**config.mk**
```make
export PLATFORM = sky130hd
export DESIGN_NAME = channel_config_bank
export DESIGN_NICKNAME = d
export VERILOG_FILES = /design/src/common/sat_cfg_pkg.sv /design/src/common/deglitch_if.sv /design/src/logic/level_deglitch.sv /design/src/logic/channel_config_bank.sv
export SDC_FILE = /design/constraint.sdc
export NUM_CORES = 1
export LEC_CHECK = 0
export ABC_AREA = 1
export BUFFER_PORTS_ARGS = -buffer_cell sky130_fd_sc_hd__buf_2
export CORE_AREA = 2 2 107 109
export CTS_CLUSTER_SIZE = 40
export DETAILED_ROUTE_END_ITERATION = 7
export DIE_AREA = 0 0 109 111
export HOLD_SLACK_MARGIN = 0.05
export PLACE_DENSITY = 0.75
export SYNTH_ARGS = -nofsm -noshare
export SYNTH_HDL_FRONTEND = slang
export SYNTH_SLANG_ARGS = --single-unit
```
**constraint.sdc**
```tcl
create_clock -name clk -period 1.04 [get_ports clk]
set_clock_uncertainty 0.1 [all_clocks]
set_input_delay 0.156 -clock clk [delete_from_list [all_inputs] [get_ports clk]]
set_output_delay 0.156 -clock clk [all_outputs]
set_load 0.02 [all_outputs]
```
**src/common/sat_cfg_pkg.sv**
```systemverilog
// Functional notes
// - Four independent channel configuration registers.
// - Bit 13 one flushes that channel's FIFO.
// - Bit 12 zero writes bits 13,12,9..0.
// - Bit 12 one writes bits 13..10,5,4.
// - Bits 11..10 select the reply mode.
// - Bits 9..8 select the bit-time range.
// - Bits 7..6 apply only in B protocol.
// - Bit 3 enables threshold hysteresis.
// - Bits 2..0 pick one of eight thresholds.
// - Satellite current passes a deglitch filter.
// - Bits 5..4 control supply and decoder.
// - B field length codes give 8..11 bits.
// - Bit-time codes give four frequency ranges.
// - Reply modes: echo, master, channel, FIFO.
// - Flush discards both FIFO locations.
//
// Purpose: Constants shared by the channel configuration bank and its filter.
// Assumes: 20 MHz system clock; word framing done upstream.
// Notes:   Field positions are bit indices inside the 14-bit register.
`default_nettype none

package sat_cfg_pkg;

  // ==========================================================================
  // Geometry
  localparam int NUM_CH = 4;
  localparam int CFG_W = 14;
  localparam int WORD_W = 16;
  localparam int CH_IDX_W = 2;

  // ==========================================================================
  // Field positions
  localparam int FLUSH_BIT = 13;
  localparam int WMODE_BIT = 12;
  localparam int REPLY_LSB = 10;
  localparam int BTIME_LSB = 8;
  localparam int BLEN_LSB = 6;
  localparam int SUPPLY_LSB = 4;
  localparam int HYST_BIT = 3;
  localparam int THR_LSB = 0;
  localparam int THR_W = 3;

  // ==========================================================================
  // Write masks and reset value
  localparam logic [CFG_W-1:0] MASK_LOW = 14'h33ff;
  localparam logic [CFG_W-1:0] MASK_HIGH = 14'h3c30;
  localparam logic [CFG_W-1:0] CFG_RESET = 14'h0000;

  // ==========================================================================
  // Codes
  localparam logic [1:0] REPLY_ECHO = 2'h0;
  localparam logic [1:0] REPLY_MASTER = 2'h1;
  localparam logic [1:0] REPLY_CHANNEL = 2'h2;
  localparam logic [1:0] REPLY_FIFO = 2'h3;
  localparam logic [1:0] BLEN_8 = 2'h0;
  localparam logic [1:0] BTIME_SLOW = 2'h0;
  localparam logic [1:0] SUP_BOTH_OFF = 2'h0;
  localparam logic [1:0] SUP_SAT_ONLY = 2'h1;
  localparam logic [1:0] SUP_BOTH_ON = 2'h2;

  // ==========================================================================
  // Timing
  localparam int CLK_NS = 50;
  localparam int DEGLITCH_NS = 200;
  localparam int DEGLITCH_CYC = (DEGLITCH_NS + CLK_NS - 1) / CLK_NS;

endpackage : sat_cfg_pkg

`default_nettype wire

```
**src/common/deglitch_if.sv**
```systemverilog
// Purpose: Carries raw and filtered comparator levels between bank and filter.
// Assumes: One bit per satellite channel.
// Notes:   No clocking block; plain levels only.
`default_nettype none

interface deglitch_if #(
  parameter int N = 4
);
  logic [N-1:0] raw;
  logic [N-1:0] clean;

  modport filt (input raw, output clean);
  modport user (output raw, input clean);
endinterface : deglitch_if

`default_nettype wire

```
**src/logic/level_deglitch.sv**
```systemverilog
// Purpose: Per-channel deglitch of the satellite current comparator level.
// Assumes: Raw level synchronous to clk.
// Notes:   A level change passes only after it has held for CYCLES clocks.
`default_nettype none

module level_deglitch #(
  parameter int N = 4,
  parameter int CYCLES = 4
) (
  // Clock and synchronised reset
  input wire logic clk,
  input wire logic rst_n,
  // Levels
  deglitch_if.filt lv
);
  import sat_cfg_pkg::*;

  localparam int CW = $clog2(CYCLES + 1);
  localparam logic [CW-1:0] LAST = CW'(CYCLES - 1);

  if (CYCLES < 1) begin : g_chk
    $error("level_deglitch: CYCLES must be at least one");
  end

  typedef struct packed {
    logic [N-1:0][CW-1:0] cnt;
    logic [N-1:0] clean;
  } dg_state_t;

  dg_state_t st_r;
  dg_state_t st_nxt;

  // ==========================================================================
  // Filter
  always_comb begin
    st_nxt = st_r;
    for (int i = 0; i < N; i++) begin
      if (lv.raw[i] == st_r.clean[i]) begin
        st_nxt.cnt[i] = '0;
      end else if (st_r.cnt[i] == LAST) begin
        st_nxt.clean[i] = lv.raw[i];
        st_nxt.cnt[i] = '0;
      end else begin
        st_nxt.cnt[i] = st_r.cnt[i] + CW'(1);
      end
    end
    if (!rst_n) begin
      st_nxt = '0;
    end
  end

  always_ff @(posedge clk) begin
    st_r <= st_nxt;
  end

  assign lv.clean = st_r.clean;

endmodule : level_deglitch

`default_nettype wire

```
**src/logic/channel_config_bank.sv**
```systemverilog
// Purpose: Four channel configuration registers for the satellite interface.
// Assumes: Words arrive already framed, one strobe per channel word.
// Notes:   Decoded controls and readback are all registered.
`default_nettype none

module channel_config_bank #(
  parameter int DEGLITCH_CYCLES = sat_cfg_pkg::DEGLITCH_CYC
) (
  // Clock and reset
  input wire logic clk,
  input wire logic resetn,
  // Channel word write port
  input wire logic wr_en,
  input wire logic [sat_cfg_pkg::CH_IDX_W-1:0] wr_chan,
  input wire logic [sat_cfg_pkg::WORD_W-1:0] wr_word,
  // Master configuration protocol selection, one bit per channel, 1 = B
  input wire logic [sat_cfg_pkg::NUM_CH-1:0] proto_b,
  // Register readback
  input wire logic [sat_cfg_pkg::CH_IDX_W-1:0] rd_chan,
  output logic [sat_cfg_pkg::CFG_W-1:0] rd_data,
  // Per-channel controls
  output logic [sat_cfg_pkg::NUM_CH-1:0] fifo_flush,
  output logic [sat_cfg_pkg::NUM_CH-1:0][1:0] reply_mode,
  output logic [sat_cfg_pkg::NUM_CH-1:0][1:0] bit_time_sel,
  output logic [sat_cfg_pkg::NUM_CH-1:0][1:0] b_field_len,
  output logic [sat_cfg_pkg::NUM_CH-1:0] sat_supply_on,
  output logic [sat_cfg_pkg::NUM_CH-1:0] decoder_on,
  output logic [sat_cfg_pkg::NUM_CH-1:0] hyst_en,
  output logic [sat_cfg_pkg::NUM_CH-1:0][sat_cfg_pkg::THR_W-1:0] thr_sel,
  // Current comparator levels
  input wire logic [sat_cfg_pkg::NUM_CH-1:0] cur_raw,
  output logic [sat_cfg_pkg::NUM_CH-1:0] cur_to_decoder
);
  import sat_cfg_pkg::*;

  if (DEGLITCH_CYCLES < 1) begin : g_chk
    $error("channel_config_bank: DEGLITCH_CYCLES must be at least one");
  end

  // ==========================================================================
  // State
  typedef struct packed {
    logic [1:0] rst_sync;
    logic [NUM_CH-1:0][CFG_W-1:0] cfg;
    logic [NUM_CH-1:0] flush;
    logic [NUM_CH-1:0] sat_on;
    logic [NUM_CH-1:0] dec_on;
    logic [NUM_CH-1:0][1:0] blen;
    logic [NUM_CH-1:0] to_dec;
    logic [CFG_W-1:0] rd;
  } bank_state_t;

  bank_state_t st_r;
  bank_state_t st_nxt;

  // ==========================================================================
  // Helpers
  function automatic logic [CFG_W-1:0] merge_word(
    input logic [CFG_W-1:0] old_v,
    input logic [CFG_W-1:0] new_v
  );
    logic [CFG_W-1:0] m;
    m = MASK_LOW;
    if (new_v[WMODE_BIT]) begin
      m = MASK_HIGH;
    end
    merge_word = (old_v & ~m) | (new_v & m);
  endfunction : merge_word

  // Returns {satellite on, decoder on}.
  function automatic logic [1:0] supply_decode(input logic [1:0] code);
    logic [1:0] r;
    r = 2'h0;
    case (code)
      SUP_SAT_ONLY: r = 2'h2;
      SUP_BOTH_ON: r = 2'h3;
      default: r = 2'h0;
    endcase
    supply_decode = r;
  endfunction : supply_decode

  // ==========================================================================
  // Deglitch filter
  deglitch_if #(.N(NUM_CH)) dg ();

  assign dg.raw = cur_raw;

  level_deglitch #(
    .N(NUM_CH),
    .CYCLES(DEGLITCH_CYCLES)
  ) u_deglitch (
    .clk(clk),
    .rst_n(st_r.rst_sync[1]),
    .lv(dg)
  );

  // ==========================================================================
  // Next state
  always_comb begin
    logic [1:0] sd;
    logic [CFG_W-1:0] word;
    sd = 2'h0;
    word = wr_word[CFG_W-1:0];
    st_nxt = st_r;
    st_nxt.rst_sync = {st_r.rst_sync[0], 1'b1};
    st_nxt.flush = '0;
    for (int i = 0; i < NUM_CH; i++) begin
      // Flush is a command, not a setting, so it never stays set.
      st_nxt.cfg[i][FLUSH_BIT] = 1'b0;
      if (wr_en && (wr_chan == CH_IDX_W'(i))) begin
        st_nxt.cfg[i] = merge_word(st_r.cfg[i], word);
        st_nxt.cfg[i][FLUSH_BIT] = 1'b0;
        st_nxt.flush[i] = word[FLUSH_BIT];
      end
      sd = supply_decode(st_r.cfg[i][SUPPLY_LSB +: 2]);
      st_nxt.sat_on[i] = sd[1];
      st_nxt.dec_on[i] = sd[0];
      // B length only in B protocol.
      st_nxt.blen[i] = proto_b[i] ? st_r.cfg[i][BLEN_LSB +: 2] : BLEN_8;
      st_nxt.to_dec[i] = dg.clean[i] & st_r.dec_on[i];
    end
    st_nxt.rd = st_r.cfg[rd_chan];
    if (!st_r.rst_sync[1]) begin
      st_nxt.cfg = {NUM_CH{CFG_RESET}};
      st_nxt.flush = '0;
      st_nxt.sat_on = '0;
      st_nxt.dec_on = '0;
      st_nxt.blen = '0;
      st_nxt.to_dec = '0;
      st_nxt.rd = '0;
    end
  end

  always_ff @(posedge clk or negedge resetn) begin
    if (!resetn) begin
      st_r <= '0;
    end else begin
      st_r <= st_nxt;
    end
  end

  // ==========================================================================
  // Outputs
  always_comb begin
    for (int i = 0; i < NUM_CH; i++) begin
      reply_mode[i] = st_r.cfg[i][REPLY_LSB +: 2];
      bit_time_sel[i] = st_r.cfg[i][BTIME_LSB +: 2];
      hyst_en[i] = st_r.cfg[i][HYST_BIT];
      thr_sel[i] = st_r.cfg[i][THR_LSB +: THR_W];
    end
  end

  assign rd_data = st_r.rd;
  assign fifo_flush = st_r.flush;
  assign b_field_len = st_r.blen;
  assign sat_supply_on = st_r.sat_on;
  assign decoder_on = st_r.dec_on;
  assign cur_to_decoder = st_r.to_dec;

endmodule : channel_config_bank

`default_nettype wire

```
==> key figures <==
Run status
  – Status: finished, violations left
  – Failing checks: setup timing

Floorplanning
  – Die height: 111 microns
  – Initial core utilization: 48.25%
  – Ports: 101
  – Die footprint: 12100 sq um
  – Site Rows: 39
  – Die Width: 109 microns
  – Core area: 11080 sq um

Routing
  – Met2 WL: 8045 microns
  – Detailed Routing Iterations Pass 1: 5
  – Antenna viol nets, final: 0
  – Met3 routed WL: 1640 microns
  – DR DRC count: 0
  – Met1 WL: 5844 microns
  – DR top layer: met4
  – Vias/cell: 5.393
  – DR WL/cell: 17.66 microns
  – Post-Route WL: 16070 microns
  – Vias: 4908
  – Initial DRC Count: 503

Timing
  – Final setup violating endpoints: 171
  – Final Worst Setup Slack: -180.9 ps
  – RSZ-0062 raised after global routing: true
  – Slew Viols, Final: 0
  – Hold slack: 63.11 ps
  – Period utilization: 117.4%
  – Fmax: 819.0 MHz
  – Tmin final: 1221 ps
  – Final Hold Vio Count: 0

Yosys
  – Gate Count Post-Synth: 672
  – Synth area leaders: dfrtp_1 43%, nand2_1 12%, buf_4 11%
  – EDFF count, synth: 0
  – Asr flop ratio synth: 85.05%
  – Part of the Yosys area used for sequential elements: 48.60%
  – Synthesized Nets: 715
  – YS warnings: 0
  – Register bit total from synthesis: 107
  – Syn avg cell area: 7.954 sq um
  – Post-Syn Area: 5345 sq um
  – Synth top area share: 42.60%
  – Prevailing post-synth register cell: dfrtp_1
  – Area leader, netlist: dfrtp_1
  – Most frequent cell after synthesis: nand2_1
  – Top cells by count, synth: 170 x nand2_1, 91 x dfrtp_1, 82 x nand3_1
  – Yosys cell types: 16

Placement
  – Placed Cells: 842
  – Cell Area, Placed: 5697 sq um
  – Port bufs: 97
  – Post-DP HPWL: 8898 microns
  – Final Wtd Congestion: 0.8474

Setup path
  – Critical Path, Cell by Cell: buf_6 > clkinv_8 > buf_12 > a21oi_2 > nand2_2 > nor2_2
  – Worst path top cell family by delay: flip-flops
  – Critical-path maximum fanout: 8
  – Number of buffer and inverter stages on the critical path: 3
  – Critical path type: flip-flop to flip-flop
  – CP Depth: 6
  – CP required: 1230 ps
  – Crit. End Element: flip-flop
  – Startpoint types: flip-flop
  – Worst path max stage delay: 400 ps
  – Worst R2R Path Depth: 6
  – Crit path DAT: 1410 ps
  – Worst path slowest cell: dfrtp_2

Clock network
  – Clock root buffer: clkbuf_16
  – Worst skew pair latency: 350 ps
  – H-tree depth: 3
  – Clock Path Buffers: 2
  – Total CTS buffers: 9
  – CTS tree: built
  – Clk pin slew, worst setup/hold paths: 80 ps
  – Clk sink count: 107

Cells and area
  – Fin cells: 910
  – Layout Utilization: 66.51%
  – Layout cells sized above 1: 33.90%
  – Final instance area: 7367 sq um
  – Ant diodes: 0
  – Seq. cell area: 2603 sq um
  – Multi-input gate area: 2132 sq um
  – Fin nets: 805
  – Syn-to-layout area delta: 37.83%
  – Fillers: 800

Global routing
  – First-pass GRT wire length: 24800 microns
  – Largest net degree at the start of global routing: 51
  – GRT overflow: 0
  – All-Layer GR Usage: 26.63%
  – Vias in the first global route: 4945
  – Initial antenna violation count: 0

Power
  – P_leak: 3.725 nW
  – PD cells: 1418 nW/um^2
  – Peak VDD IR: 0.9619 mV

Hold path
  – Cells on Worst Hold Path: 5
  – Worst min path class: input pin to flip-flop

Job
  – Max Cap Viol: 0
==> path summary, 6_finish.rpt <==
check | startpoint | endpoint | slack, ps
worst max register to register | st_r[95] | u_deglitch.st_r[12] | -180
worst min-delay path | wr_word[4] | st_r[84] | 60
max in group asynchronous | resetn | thr_sel[9] | 330
min in group asynchronous | resetn | rd_data[3] | 220
worst min register to register | st_nxt[95] | st_r[95] | 260
worst max-delay path | st_r[95] | u_deglitch.st_r[12] | -180
==> cells in the final DEF (no fill, tap or decap), types with 5 or more instances in the layout <==
cell,count
a21oi_1,5
dlygate4sd3_1,10
o21ai_0,42
nand2_2,6
buf_2,27
nand3_1,81
nor2_1,22
nand2_1,159
buf_12,11
clkbuf_16,12
nor2_2,9
buf_6,75
a21oi_4,7
buf_4,50
dfrtp_1,89
dfxtp_1,14
a21oi_2,17
inv_1,75
==> layer usage <==
layer | global-route usage, % | vias to the layer above
li1 | - | 2213
met1 | 31.99 | 2339
met2 | 45.80 | 301
met3 | 6.467 | 55
met4 | 9.573 | 0
met5 | 0 | -
==> where the power goes <==
part | switching (W) | total, W | internal, W
registers | 0.000188 | 0.00459 | 0.00440
logic | 0.00127 | 0.00225 | 0.000987
clock network | 0.00164 | 0.00360 | 0.00196
==> metrics by stage <==
stage | setup slack [ps] | total power [W] | TNS (ps)
floorplan | -26.55 | 0.005744 | -551.7
global placement | -176.5 | 0.006108 | -7865
detailed placement | -181.2 | 0.006161 | -9593
CTS | -161.1 | 0.01024 | -16110
global route | -248.4 | 0.01085 | -24450
finish | -180.9 | 0.01044 | -17770
==> repair_timing <==
action | in CTS | in global routing
endpoints found under the hold margin | 113 | 0
pin swaps | 8 | 16
endpoints found under the setup margin | 165 | 174
buffers inserted | 37 | 1
hold buffers | 10 | 0
resized for setup | 177 | 73
gates cloned | 4 | 1
==> worst reg2reg max path, delay by kind of cell, from the launching register on <==
| family | cells | cell delay (ps) |
|---|---|---|
| compound gates | 1 | 120 |
| buf+inv | 3 | 360 |
| flops | 1 | 400 |
| simple gates | 2 | 200 |
==> sequential cells by signal, summed over array words and instances (netlist names) <==
name / flops
hyst_en: 4
sat_supply_on: 4
st_r: 21
rd_data: 13
reply_mode: 8
b_field_len: 8
u_deglitch.lv.clean: 4
bit_time_sel: 8
decoder_on: 4
cur_to_decoder: 4
st_nxt: 1
thr_sel: 12
u_deglitch.st_r: 12
fifo_flush: 4
==> cells by family after synthesis <==
kind of cell	share of synthesized area [%]
flops	48.60
compound gates	7.210
other cells	0.1405
fa+ha+maj	2.809
simple gates	22.61
buf+inv	18.63
==> area by class of cell <==
type	instances	area share, %
sequential	107	35.33
multi-input combinational	383	28.94
timing repair buffer	178	24.41
inverter	83	4.535
clock buffer	11	3.736
tap	143	2.429
clock inverter	5	0.6284
Note: power is estimated with default switching activity, not from simulation.
